File: src/hw/cstop_pkg.sv
// Shared constants and types for the controlled stop sequencer
package cstop_pkg;

    // ------------------------------------------------------------
    // Time base
    // ------------------------------------------------------------
    localparam int CLK_FREQ_KHZ   = 250_000;    // 250 MHz core clock
    localparam int TIME_STEP_MS   = 100;        // Setting resolution, 0.1 s
    localparam int TICK_CYCLES    = TIME_STEP_MS * CLK_FREQ_KHZ;
    localparam int TIME_W         = 10;         // Width of time settings

    // ------------------------------------------------------------
    // Time settings, in 0.1 s steps
    // ------------------------------------------------------------
    localparam logic [9:0] DC_TIME_MIN_DS  = 10'h000;  // 0 s
    localparam logic [9:0] DC_TIME_MAX_DS  = 10'h12C;  // 30 s
    localparam logic [9:0] DC_TIME_CONT_DS = 10'h12D;  // 30.1 s: continuous
    localparam logic [9:0] DC_TIME_DEF_DS  = 10'h014;  // 2 s
    localparam logic [9:0] DWELL_MIN_DS    = 10'h001;  // 0.1 s
    localparam logic [9:0] DWELL_MAX_DS    = 10'h258;  // 60 s
    localparam logic [9:0] DWELL_DEF_DS    = 10'h00A;  // 1 s

    // ------------------------------------------------------------
    // Injection current, percent of nominal drive current
    // ------------------------------------------------------------
    localparam logic [6:0] DC_LVL_MIN_PCT  = 7'h32;    // 50 %
    localparam logic [6:0] DC_LVL_MAX_PCT  = 7'h6E;    // 110 %
    localparam logic [6:0] DC_LVL_DEF_PCT  = 7'h46;    // 70 %
    localparam logic [6:0] DC_HOLD_PCT     = 7'h32;    // 50 % of rated

    // ------------------------------------------------------------
    // Encodings
    // ------------------------------------------------------------
    typedef enum logic [1:0] {
        CS_OFF  = 2'h0,
        CS_DCI  = 2'h1,
        CS_FREQ = 2'h2,
        CS_BOTH = 2'h3
    } cs_mode_t;

    // Lower code ranks higher
    typedef enum logic [1:0] {
        STOP_FREEWHEEL = 2'h0,
        STOP_FAST      = 2'h1,
        STOP_DC        = 2'h2
    } stop_method_t;

    typedef enum logic [2:0] {
        ST_IDLE      = 3'h0,
        ST_RUN       = 3'h1,
        ST_DECEL     = 3'h2,
        ST_FREEWHEEL = 3'h3,
        ST_FAST      = 3'h4,
        ST_DC_BRAKE  = 3'h5,
        ST_DC_HOLD   = 3'h6,
        ST_DWELL     = 3'h7
    } seq_state_t;

endpackage

File: src/hw/stop_timer_if.sv
// Timer carrier between sequencer, tick divider and countdown timer
`timescale 1ns/1ps
interface stop_timer_if #(
    parameter int W = 10
);
    logic         tick;     // One-cycle pulse per 0.1 s
    logic         start;    // Load and start a countdown
    logic [W-1:0] load;     // Countdown length in ticks
    logic         expired;  // One-cycle pulse at end of countdown
    logic         busy;     // Countdown running

    modport divider (output tick);
    modport timer   (input tick, input start, input load, output expired, output busy);
    modport ctrl    (input expired, input busy, output start, output load);
endinterface

File: src/hw/controlled_stop_sequencer.sv
// Controlled stop sequencer: trigger arbitration, stop methods, dwell
`timescale 1ns/1ps
module controlled_stop_sequencer
    import cstop_pkg::*;
#(
    parameter int TICK_CYC = TICK_CYCLES,
    parameter int FREQ_W   = 16
) (
    input  wire logic              ref_clk_i,
    input  wire logic              srst_i,
    // Configuration
    input  wire logic [1:0]        stop_mode_i,
    input  wire logic [1:0]        dci_method_i,
    input  wire logic [1:0]        freq_method_i,
    input  wire logic              dci_active_high_i,
    input  wire logic [FREQ_W-1:0] freq_threshold_i,
    input  wire logic [FREQ_W-1:0] low_speed_i,
    input  wire logic              cfg_default_i,
    input  wire logic [6:0]        dc_level_pct_i,
    input  wire logic [9:0]        dc_time_ds_i,
    input  wire logic              shutdown_en_i,
    input  wire logic              shutdown_out_assign_i,
    input  wire logic [9:0]        dwell_ds_i,
    // Commands and drive state
    input  wire logic              discrete_control_input_i,
    input  wire logic              keypad_mode_i,
    input  wire logic              run_cmd_i,
    input  wire logic [FREQ_W-1:0] out_freq_i,
    input  wire logic              motor_at_rest_i,
    input  wire logic              power_loss_i,
    input  wire logic              drive_fault_i,
    // To ramp generator and output stage
    output logic                   run_o,
    output logic                   ramp_decel_o,
    output logic                   fast_decel_o,
    output logic                   hold_low_speed_o,
    output logic                   output_enable_o,
    output logic                   dc_inject_o,
    output logic [6:0]             dc_level_pct_o,
    // Status
    output logic [2:0]             state_o,
    output logic [1:0]             method_o,
    output logic                   shutdown_done_o,
    output logic                   config_error_o
);

    // ------------------------------------------------------------
    // Helper functions
    // ------------------------------------------------------------

    // True when method a outranks method b
    function automatic logic outranks(input logic [1:0] a, input logic [1:0] b);
        outranks = (a < b);
    endfunction

    // Stop state for a method, freewheel when power or drive is bad
    function automatic seq_state_t method_state(input logic [1:0] m,
                                                input logic       bad);
        seq_state_t s;
        s = ST_FREEWHEEL;
        if (!bad) begin
            case (m)
                STOP_FAST: s = ST_FAST;
                STOP_DC:   s = ST_DC_BRAKE;
                default:   s = ST_FREEWHEEL;
            endcase
        end
        method_state = s;
    endfunction

    // Clamp a setting into a legal range
    function automatic logic [9:0] clamp10(input logic [9:0] v,
                                           input logic [9:0] lo,
                                           input logic [9:0] hi);
        clamp10 = (v < lo) ? lo : ((v > hi) ? hi : v);
    endfunction

    // ------------------------------------------------------------
    // Timer blocks
    // ------------------------------------------------------------
    stop_timer_if #(.W(TIME_W)) tmr ();

    stop_tick_div #(
        .TICK_CYCLES (TICK_CYC)
    ) u_div (
        .ref_clk_i (ref_clk_i),
        .srst_i    (srst_i),
        .tmr       (tmr.divider)
    );

    stop_countdown #(
        .W (TIME_W)
    ) u_cnt (
        .ref_clk_i (ref_clk_i),
        .srst_i    (srst_i),
        .tmr       (tmr.timer)
    );

    // ------------------------------------------------------------
    // Settings
    // ------------------------------------------------------------
    logic [6:0] dc_level_set;
    logic [9:0] dc_time_set;
    logic [9:0] dwell_set;
    logic       dc_continuous;
    logic [9:0] dc_load;

    // Out of range entries are clamped rather than refused
    always_comb begin
        if (cfg_default_i) begin
            dc_level_set = DC_LVL_DEF_PCT;
            dc_time_set  = DC_TIME_DEF_DS;
            dwell_set    = DWELL_DEF_DS;
        end else begin
            dc_level_set = (dc_level_pct_i < DC_LVL_MIN_PCT) ? DC_LVL_MIN_PCT :
                           ((dc_level_pct_i > DC_LVL_MAX_PCT) ? DC_LVL_MAX_PCT :
                            dc_level_pct_i);
            dc_time_set  = clamp10(dc_time_ds_i, DC_TIME_MIN_DS,
                                   DC_TIME_CONT_DS);
            dwell_set    = clamp10(dwell_ds_i, DWELL_MIN_DS,
                                   DWELL_MAX_DS);
        end
    end

    // The continuous setting brakes the full 30 s first
    assign dc_continuous = (dc_time_set == DC_TIME_CONT_DS);
    assign dc_load       = dc_continuous ? DC_TIME_MAX_DS : dc_time_set;

    // ------------------------------------------------------------
    // Trigger qualification
    // ------------------------------------------------------------
    cs_mode_t mode;
    logic     dci_trig_en;
    logic     freq_trig_en;
    logic     shut_eff;
    logic     dci_asserted;
    logic     bad_drive;
    logic     stop_cmd;
    logic     dci_hit;
    logic     freq_hit;
    logic     any_hit;
    logic [1:0] cand;
    seq_state_t state_r;
    seq_state_t state_nxt;
    logic [1:0] method_r;
    logic [1:0] method_nxt;
    logic       in_stop;

    assign mode = cs_mode_t'(stop_mode_i);
    // Input trigger is dropped under keypad command
    assign dci_trig_en  = ((mode == CS_DCI) || (mode == CS_BOTH))
                          && !keypad_mode_i;
    // Threshold trigger ignores the command source
    assign freq_trig_en = (mode == CS_FREQ) || (mode == CS_BOTH);
    // Shutdown cannot coexist with a threshold stop
    assign shut_eff       = shutdown_en_i && !freq_trig_en;
    assign config_error_o = shutdown_en_i && freq_trig_en;
    assign dci_asserted = (discrete_control_input_i == dci_active_high_i);
    assign bad_drive    = power_loss_i || drive_fault_i;
    assign stop_cmd     = !run_cmd_i;
    assign in_stop = (state_r == ST_FREEWHEEL) || (state_r == ST_FAST) ||
                     (state_r == ST_DC_BRAKE);
    assign dci_hit  = dci_trig_en && dci_asserted && (state_r != ST_IDLE) &&
                      (state_r != ST_DC_HOLD);
    // Threshold only counts while a stop command is in progress
    assign freq_hit = freq_trig_en && stop_cmd &&
                      ((state_r == ST_DECEL) || in_stop) &&
                      (out_freq_i <= freq_threshold_i);
    assign any_hit  = dci_hit || freq_hit;
    // Input trigger's method takes precedence on a tie
    assign cand = dci_hit ? dci_method_i : freq_method_i;

    // ------------------------------------------------------------
    // Sequencer next state
    // ------------------------------------------------------------
    always_comb begin
        state_nxt  = state_r;
        method_nxt = method_r;
        case (state_r)
            ST_IDLE: begin
                // Reached only after any dwell ends, so a held run waits
                if (run_cmd_i && !bad_drive) begin
                    state_nxt = ST_RUN;
                end
            end
            ST_RUN: begin
                if (bad_drive) begin
                    state_nxt  = ST_FREEWHEEL;
                    method_nxt = STOP_FREEWHEEL;
                end else if (dci_hit) begin
                    state_nxt  = method_state(cand, bad_drive);
                    method_nxt = cand;
                end else if (stop_cmd) begin
                    state_nxt = ST_DECEL;
                end
            end
            ST_DECEL: begin
                if (bad_drive) begin
                    state_nxt  = ST_FREEWHEEL;
                    method_nxt = STOP_FREEWHEEL;
                end else if (any_hit) begin
                    state_nxt  = method_state(cand, bad_drive);
                    method_nxt = cand;
                end else if (run_cmd_i) begin
                    state_nxt = ST_RUN;
                end else if (shut_eff && out_freq_i <= low_speed_i) begin
                    state_nxt = ST_DWELL;
                end else if (motor_at_rest_i) begin
                    state_nxt = ST_IDLE;
                end
            end
            ST_FREEWHEEL: begin
                // Highest rank: nothing can displace it
                if (motor_at_rest_i) begin
                    state_nxt = ST_IDLE;
                end
            end
            ST_FAST, ST_DC_BRAKE: begin
                if (bad_drive) begin
                    state_nxt  = ST_FREEWHEEL;
                    method_nxt = STOP_FREEWHEEL;
                end else if (any_hit && outranks(cand, method_r)) begin
                    state_nxt  = method_state(cand, bad_drive);
                    method_nxt = cand;
                end else if (state_r == ST_FAST && motor_at_rest_i) begin
                    state_nxt = ST_IDLE;
                end else if (state_r == ST_DC_BRAKE && tmr.expired) begin
                    state_nxt = dc_continuous ? ST_DC_HOLD : ST_IDLE;
                end
            end
            ST_DC_HOLD: begin
                // Continuous hold ends on a fault or a new run request
                if (bad_drive || run_cmd_i) begin
                    state_nxt = ST_IDLE;
                end
            end
            ST_DWELL: begin
                if (bad_drive) begin
                    state_nxt  = ST_FREEWHEEL;
                    method_nxt = STOP_FREEWHEEL;
                end else if (dci_hit) begin
                    state_nxt  = method_state(cand, bad_drive);
                    method_nxt = cand;
                end else if (tmr.expired) begin
                    state_nxt = ST_IDLE;
                end
            end
            default: begin
                state_nxt = ST_IDLE;
            end
        endcase
    end

    // ------------------------------------------------------------
    // State registers
    // ------------------------------------------------------------
    always_ff @(posedge ref_clk_i) begin
        if (srst_i) begin
            state_r  <= ST_IDLE;
            method_r <= STOP_FREEWHEEL;
        end else begin
            state_r  <= state_nxt;
            method_r <= method_nxt;
        end
    end

    // ------------------------------------------------------------
    // Timer control
    // ------------------------------------------------------------
    logic       tmr_start_r;
    logic [9:0] tmr_load_r;

    // Countdown starts on entry to braking or dwell
    always_ff @(posedge ref_clk_i) begin
        if (srst_i) begin
            tmr_start_r <= 1'b0;
            tmr_load_r  <= '0;
        end else begin
            tmr_start_r <= 1'b0;
            if (state_nxt == ST_DC_BRAKE && state_r != ST_DC_BRAKE) begin
                tmr_start_r <= 1'b1;
                tmr_load_r  <= dc_load;
            end else if (state_nxt == ST_DWELL && state_r != ST_DWELL) begin
                tmr_start_r <= 1'b1;
                tmr_load_r  <= dwell_set;
            end
        end
    end

    assign tmr.start = tmr_start_r;
    assign tmr.load  = tmr_load_r;

    // ------------------------------------------------------------
    // Shutdown status
    // ------------------------------------------------------------
    logic shut_done_r;

    // Held from dwell end until the next run begins
    always_ff @(posedge ref_clk_i) begin
        if (srst_i) begin
            shut_done_r <= 1'b0;
        end else if (state_r == ST_DWELL && state_nxt == ST_IDLE) begin
            shut_done_r <= shutdown_out_assign_i;
        end else if (state_nxt == ST_RUN) begin
            shut_done_r <= 1'b0;
        end
    end

    assign shutdown_done_o = shut_done_r;

    // ------------------------------------------------------------
    // Output stage and ramp requests
    // ------------------------------------------------------------
    // Registered from the next state so they align with state_o
    always_ff @(posedge ref_clk_i) begin
        if (srst_i) begin
            run_o            <= 1'b0;
            ramp_decel_o     <= 1'b0;
            fast_decel_o     <= 1'b0;
            hold_low_speed_o <= 1'b0;
            output_enable_o  <= 1'b0;
            dc_inject_o      <= 1'b0;
            dc_level_pct_o   <= '0;
        end else begin
            run_o            <= (state_nxt == ST_RUN);
            ramp_decel_o     <= (state_nxt == ST_DECEL);
            fast_decel_o     <= (state_nxt == ST_FAST);
            hold_low_speed_o <= (state_nxt == ST_DWELL);
            // Freewheel and idle leave the bridge off
            output_enable_o  <= (state_nxt != ST_IDLE) &&
                                (state_nxt != ST_FREEWHEEL);
            dc_inject_o      <= (state_nxt == ST_DC_BRAKE) ||
                                (state_nxt == ST_DC_HOLD);
            if (state_nxt == ST_DC_HOLD) begin
                dc_level_pct_o <= DC_HOLD_PCT;
            end else if (state_nxt == ST_DC_BRAKE) begin
                dc_level_pct_o <= dc_level_set;
            end else begin
                dc_level_pct_o <= '0;
            end
        end
    end

    // Status mirrors of the sequencer
    assign state_o  = state_r;
    assign method_o = method_r;

endmodule

File: src/hw/stop_tick_div.sv
// Divider that makes the 0.1 s enable pulse
`timescale 1ns/1ps
module stop_tick_div #(
    parameter int TICK_CYCLES = 25_000_000
) (
    input  wire logic   ref_clk_i,
    input  wire logic   srst_i,
    stop_timer_if.divider tmr
);
    localparam int CW = $clog2(TICK_CYCLES);

    logic [CW-1:0] cnt_r;
    logic          tick_r;

    // Free running count, pulse on wrap
    always_ff @(posedge ref_clk_i) begin
        if (srst_i) begin
            cnt_r  <= '0;
            tick_r <= 1'b0;
        end else if (cnt_r == CW'(TICK_CYCLES - 1)) begin
            cnt_r  <= '0;
            tick_r <= 1'b1;
        end else begin
            cnt_r  <= cnt_r + 1'b1;
            tick_r <= 1'b0;
        end
    end

    assign tmr.tick = tick_r;
endmodule

File: src/hw/stop_countdown.sv
// Countdown timer in 0.1 s steps
`timescale 1ns/1ps
module stop_countdown #(
    parameter int W = 10
) (
    input  wire logic ref_clk_i,
    input  wire logic srst_i,
    stop_timer_if.timer tmr
);
    logic [W-1:0] cnt_r;
    logic         busy_r;
    logic         exp_r;

    // Zero length expires two cycles after the start pulse
    always_ff @(posedge ref_clk_i) begin
        if (srst_i) begin
            cnt_r  <= '0;
            busy_r <= 1'b0;
            exp_r  <= 1'b0;
        end else if (tmr.start) begin
            cnt_r  <= tmr.load;
            busy_r <= 1'b1;
            exp_r  <= 1'b0;
        end else if (busy_r && cnt_r == '0) begin
            busy_r <= 1'b0;
            exp_r  <= 1'b1;
        end else begin
            exp_r <= 1'b0;
            if (busy_r && tmr.tick) begin
                cnt_r <= cnt_r - 1'b1;
            end
        end
    end

    assign tmr.expired = exp_r;
    assign tmr.busy    = busy_r;
endmodule

File: config.mk
export PLATFORM = sky130hd
export DESIGN_NAME = controlled_stop_sequencer
export DESIGN_NICKNAME = d
export VERILOG_FILES = /design/src/hw/cstop_pkg.sv /design/src/hw/stop_timer_if.sv /design/src/hw/controlled_stop_sequencer.sv /design/src/hw/stop_tick_div.sv /design/src/hw/stop_countdown.sv
export SDC_FILE = /design/constraint.sdc
export NUM_CORES = 1
export LEC_CHECK = 0
export ABC_AREA = 1
export BUFFER_PORTS_ARGS = -buffer_cell sky130_fd_sc_hd__buf_2
export CORE_MARGIN = 2
export CORE_UTILIZATION = 59
export DETAILED_ROUTE_END_ITERATION = 12
export PLACE_DENSITY = 0.89
export SLEW_MARGIN = 20
export SYNTH_ARGS = -nofsm -noshare
export SYNTH_HDL_FRONTEND = slang
export SYNTH_SLANG_ARGS = --single-unit
File: constraint.sdc
create_clock -name ref_clk_i -period 6 [get_ports ref_clk_i]
set_input_delay 1.2 -clock ref_clk_i [delete_from_list [all_inputs] [get_ports ref_clk_i]]
set_output_delay 1.2 -clock ref_clk_i [all_outputs]
set_load 0.01 [all_outputs]
# Word-level counts from Yosys, hierarchy flattened
# Index checks and enable logic that the tools add are counted.
word_totals:
  register_bits: 68
  input_bits: 93
  out_inout_bits: 20
classes:
  addsub: 2
  n_lt_le_gt_ge: 9
  eq_ne: 29
  muxes: 53
  bitwise_logic: 1
  reduce_logical: 52
ops:
  columns: ["op", "count"]
  rows:
  - ["two-way mux 10 bit", 12]
  - ["two-way mux 3 bit", 18]
  - ["<= comparator 16 bit", 2]
  - ["adder 25 x 1 -> 25 bit, second input constant", 1]
  - ["equality test 25 bit, second input constant", 1]
  - ["equality test 3 bit, second input constant", 8]
  - ["two-way mux 7 bit", 3]
  - ["one-hot mux 3 bit (7 select lines)", 1]
  - ["logical AND 1 bit", 20]
  - ["< comparator 10 x 1 -> 1 bit, second input constant", 2]
  - ["inequality test 3 bit, second input constant", 5]
  - ["two-way mux 2 bit", 7]
  - ["two-way mux 6 bit", 2]
  - ["equality test 10 x 9 -> 1 bit, second input constant", 1]
  - ["> comparator 10 bit, second input constant", 1]
  - ["> comparator 10 x 9 -> 1 bit, second input constant", 1]
  - ["logical NOT 10 bit", 1]
  - ["subtractor 10 x 1 -> 10 bit, second input constant", 1]
  - ["equality test 3 x 2 -> 1 bit, second input constant", 3]
  - ["logical OR 1 bit", 9]
  - ["nonzero test 3 bit", 3]
  - ["two-way mux 1 bit", 8]
  - ["nonzero test 2 bit", 4]
  - ["OR reduction 2 bit", 4]
  - ["other kinds (20)", 28]

# Longest topological paths before layout
depth:
  depth_word: 16
  mapped_depth: 26
  ltp_nobuf: 26

# By module
# A second synthesis with hierarchy kept.
hier_totals:
  hier_cells: 821
  area_unflattened_um2: 5237.5
by_module_without_submodules:
  columns: ["mod", "n_inst", "cells_each", "area_each_um2", "seq_area_each_um2"]
  rows:
  - ["controlled_stop_sequencer", 1, 494, 3011.6, 600.6]
  - ["stop_tick_div", 1, 206, 1421.4, 520.5]
  - ["stop_countdown", 1, 121, 804.5, 240.2]

# Worst setup path before layout
# OpenSTA, ideal clock, no wires.
synth_timing:
  kind: "input-to-reg"
  startpoint: "input port dci_active_high_i"
  endpoint: "register tmr_load_r[4] (netlist: tmr.load[4])"
  setup_time_ps: 115
  arrival_ps: 3509
  setup_slack_ps: 2377
  cell_stages: 20
  path_buffers: 1
  cell_sequence: "inv_1 nor2_1 nor2_1 nand2_1 nor2_8 inv_2 o21ai_0 inv_1 ha_1 nand2_1 nand3_1 a221oi_1 nand2_1 nor2_4 nand3_4 buf_6 nand2_1 nand2_1 nor2_1 nor2_1"
synth_between:
  elab_chain_cells: 13
  word_cells_on_any_way: 26
  cone_classes: "1 x order compare; 5 x eq/ne; 12 x mux; 8 x reduce/logical"
synth_lines:
  columns: ["item", "line_no", "source"]
  rows:
  - ["from (decl)", "controlled_stop_sequencer.sv:15", "input wire logic dci_active_high_i,"]
  - ["equality test 1 bit *", "controlled_stop_sequencer.sv:158", "assign dci_asserted = (discrete_control_input_i == dci_active_high_i);"]
  - ["logical AND 1 bit * (3 in series)", "controlled_stop_sequencer.sv:163", "assign dci_hit = dci_trig_en && dci_asserted && (state_r != ST_IDLE) &&"]
  - ["two-way mux 2 bit", "controlled_stop_sequencer.sv:171", "assign cand = dci_hit ? dci_method_i : freq_method_i;"]
  - ["equality test 2 bit, or another cell as far along", "controlled_stop_sequencer.sv:62", "case (m)"]
  - ["one-hot mux 3 bit (2 select lines) / logical AND 1 bit (equally long branches)", "controlled_stop_sequencer.sv:62, controlled_stop_sequencer.sv:222", null]
  - ["two-way mux 3 bit (on tied branches) (2 in series)", null, null]
  - ["one-hot mux 3 bit (7 select lines) *", "controlled_stop_sequencer.sv:179", "case (state_r)"]
  - ["equality test 3 bit (on tied branches)", "controlled_stop_sequencer.sv:280, controlled_stop_sequencer.sv:283", null]
  - ["logical AND 1 bit (on tied branches)", "controlled_stop_sequencer.sv:280, controlled_stop_sequencer.sv:283", null]
  - ["two-way mux 10 bit / nonzero test 2 bit (equally long branches)", null, null]
  - ["to (signal assigned)", "controlled_stop_sequencer.sv:282", "tmr_load_r <= dc_load;"]
  - ["to (signal assigned)", "controlled_stop_sequencer.sv:285", "tmr_load_r <= dwell_set;"]
  - ["to (decl)", "controlled_stop_sequencer.sv:271", "logic [9:0] tmr_load_r;"]
# Every way passes the cells marked *; elsewhere a longest branch is shown, timed or not.
# A chain may end at the register's enable or synchronous reset.

# Worst setup path after layout
layout_timing:
  startpoint: "input port dci_active_high_i"
  endpoint: "register tmr_load_r[0] (netlist: tmr.load[0])"
# The elaborated chain is that of the path after synthesis.

==> results.py <==
metrics = {
    "outcome": {
        "status": "finished, final reports clean",
    },
    "synth": {
        "synth_top_flop_cell": "dfxtp_1",
        "synthArstFlopShare_pct": 0,
        "yosys_warnings": 0,
        "yosysUniqueCellTypes": 48,
        "netlist_area_mm2": 0.00477,
        "synth_fp_nets": 866,
        "synthCells": 737,
        "seq_area_frac_synth_pct": 28.5,
        "synth_top_area_share_pct": 28.5,
        "ys_ff_latch": 68,
        "synth_area_leaders": "dfxtp_1 (29%), nand2_1 (12%), ha_1 (9.4%)",
        "synth_edf_count": 0,
        "syn_area_per_cell_um2": 6.48,
        "synth_area_leader_cell": "dfxtp_1",
    },
    "cts": {
        "clock_sinks": 68,
        "ctsHoldBuffers": 0,
        "ctsResizeCount": 0,
        "clk_pin_slew_worst_paths_ps": 80,
        "clock_latency_ps": 350,
        "cts_inserted_buffers": 9,
        "cts.htree.levels": 3,
        "cts_tree": "yes",
        "cts_buffer_depth": 2,
        "cts-root-buf": "clkbuf_8",
        "post_cts_buffers": 0,
    },
    "sta": {
        "worst_pin_slew_ps": 746,
        "fmax_mhz": 260,
        "max-slew-margin-rel_pct": 50.1,
        "min_period_ps": 3840,
        "final.setup.tns_ps": 0,
        "setup_viol": 0,
        "hold_viol": 0,
        "fin_crit_sh_pct": 64.1,
        "finalClockSkew_ps": 10.6,
        "final_max_slew_viol_count": 0,
        "rsz0062_at_grt": "false",
    },
    "layout": {
        "layout_common_cells": "nand2_1 (158), buf_2 (112), inv_1 (109)",
        "layout.nets": 977,
        "final_layout_size_suffix_gt1_share_pct": 19.7,
        "area_growth_pct": 16.7,
        "final_common_cell": "nand2_1",
        "fillers": 678,
        "register_area_mm2": 0.00136,
        "post-route-util_pct": 71.7,
        "multi_input_area_mm2": 0.00288,
        "diodes": 0,
    },
    "die": {
        "die_h_um": 93.9,
        "die_x_um": 93.9,
        "rows": 32,
        "initial_core_util_pct": 61.5,
        "io_pins": 113,
        "design.core.area_mm2": 0.00777,
        "dieArea_mm2": 0.00883,
    },
    "critical_path": {
        "critPathKind": "input port to flop",
        "crit_buf_inv": 5,
        "path_cells": "buf_2, inv_1, nor2_1, nor2_1, nand2_1, nor2_8, inv_2, o21ai_0, inv_1, ha_1, nand2_1, nand3_1, a221oi_1, nand2_1, nor2_4, nand3_4, nand2_4, inv_2, nor2_1, nor2_1",
        "rrSetupSlack_ps": 2590,
        "path_common_cell": "nor2_1",
        "crit_family": "simple AND/OR/NAND/NOR gates",
        "worstReg2RegEnd": "tmr.load[0]",
        "reg2reg_depth": 18,
        "reg2reg_from": "state_o[2]",
        "crit_arrival_ps": 4080,
        "path_max_fanout": 17,
        "worstPathRequired_ps": 6230,
        "cp_slowest_cell": "a221oi_1",
        "crit_path_end_kind": "flop",
        "max_stage_delay_ps": 380,
        "crit_path_start_kind": "input port",
    },
    "power": {
        "swShare_pct": 30.5,
        "report.power.total_mw": 1.02,
        "p_int_mw": 0.708,
        "p_sw_mw": 0.311,
        "vdd_drop_max_mv": 0.108,
        "combPwrFrac_pct": 22.0,
        "clkPwrFrac_pct": 32.2,
        "power_density_mw_per_mm2": 183,
        "seq_power_share_pct": 45.8,
        "p_leak_nw": 2.83,
    },
    "routing": {
        "wl_per_cell_um": 11.8,
        "drt_iter0_markers": 205,
        "dr.pass1.iters": 5,
        "vias_per_cell": 5.21,
        "ant_nets": 0,
        "routed_wl_mm": 11.2,
        "drc": 0,
        "vias": 4973,
    },
    "placement": {
        "port_buffers": 112,
        "place.gp.congestion": 0.909,
        "hpwl_mm": 9.19,
    },
    "global_route": {
        "grt_max_degree": 29,
        "grtUsageTotal_pct": 26.8,
        "grt_remaining_overflow": 0,
        "grt_pass1_vias": 4907,
        "grt_pass1_wl_mm": 19.5,
        "antenna_found_initial": 0,
    },
    "worst_hold_path": {
        "min_delay_worst_endpoint": "u_div.cnt_r[0]",
        "min_path_cells": 1,
        "hp-class": "flop to flop",
        "hold_start": "u_div.cnt_r[0]",
    },
    "job": {
        "cap_violations": 0,
    },
}
how the worst max path moves through the flow:
stage | startpoint | to | cells after the start
2_1_floorplan | dci_active_high_i | tmr.load[4] | 20
3_3_place_gp | dci_active_high_i | tmr.load[1] | 20
3_5_place_dp | dci_active_high_i | tmr.load[0] | 20
4_1_cts | dci_active_high_i | tmr.load[0] | 20
5_1_grt | dci_active_high_i | tmr.load[3] | 20
6_report | dci_active_high_i | tmr.load[0] | 20
state kept, by name, indices dropped and copies added (netlist names), 2 cells and up:
| signal | count |
|---|---|
| u_div.cnt_r | 25 |
| tmr.load | 10 |
| u_cnt.cnt_r | 10 |
| dc_level_pct_o | 7 |
| state_o | 3 |
| method_o | 2 |
routing by layer:
metal	track usage, %	share of wire [%]	routed length [um]
met2	50.8	50	5580
met1	29.9	43	4860
met5	0	0	0
met3	5.70	5.0	560
met4	7.85	2.3	254
layout make-up:
class / count / area share (%)
Tap cell: 102 / 2.29
Sequential cell: 68 / 24.4
Multi-Input combinational cell: 533 / 51.8
Inverter: 124 / 8.36
Clock buffer: 12 / 2.61
Clock inverter: 4 / 0.449
Timing Repair Buffer: 112 / 10.1
kinds of logic (layout without fill, tap and decap cells):
logic type      count (synthesis)  after routing  synth area share [%]
xor+xnor                        6              6                  1.10
buf+inv                       136            252                  11.1
compound gates                122            122                  14.5
simple gates                  369            369                  35.3
fa+ha+maj                      36             36                  9.44
flops                          68             68                  28.5
power groups by stage:
stage | combinational, mW | sequential (mW) | clock, mW
2_1_floorplan | 0.143 | 0.479 | 0
3_3_place_gp | 0.213 | 0.477 | 0
3_5_place_dp | 0.222 | 0.477 | 0
4_1_cts | 0.223 | 0.466 | 0.332
5_1_grt | 0.252 | 0.468 | 0.354
6_report | 0.224 | 0.466 | 0.328
cell usage after synthesis, drive strengths merged, types with 5 or more instances:
| cell | number |
|---|---|
| nand2 | 165 |
| inv | 121 |
| nor2 | 105 |
| dfxtp | 68 |
| a21oi | 58 |
| nand3 | 44 |
| o21ai | 42 |
| ha | 36 |
| nor3 | 26 |
| nand4 | 10 |
| clkbuf | 7 |
| nor3b | 7 |
| a31oi | 5 |
| buf | 5 |
| nand3b | 5 |
| xor2 | 5 |
stage by stage:
step,std cells,area (um2),hold WS [ps],setup slack [ps]
detailed placement,939,5400,440,1820
global route,955,5570,483,1800
CTS,955,5570,454,2170
finish,955,5570,451,2160
floorplan,737,4770,418,2380
global placement,939,5400,429,1970
(Power assumes the default switching activity.)
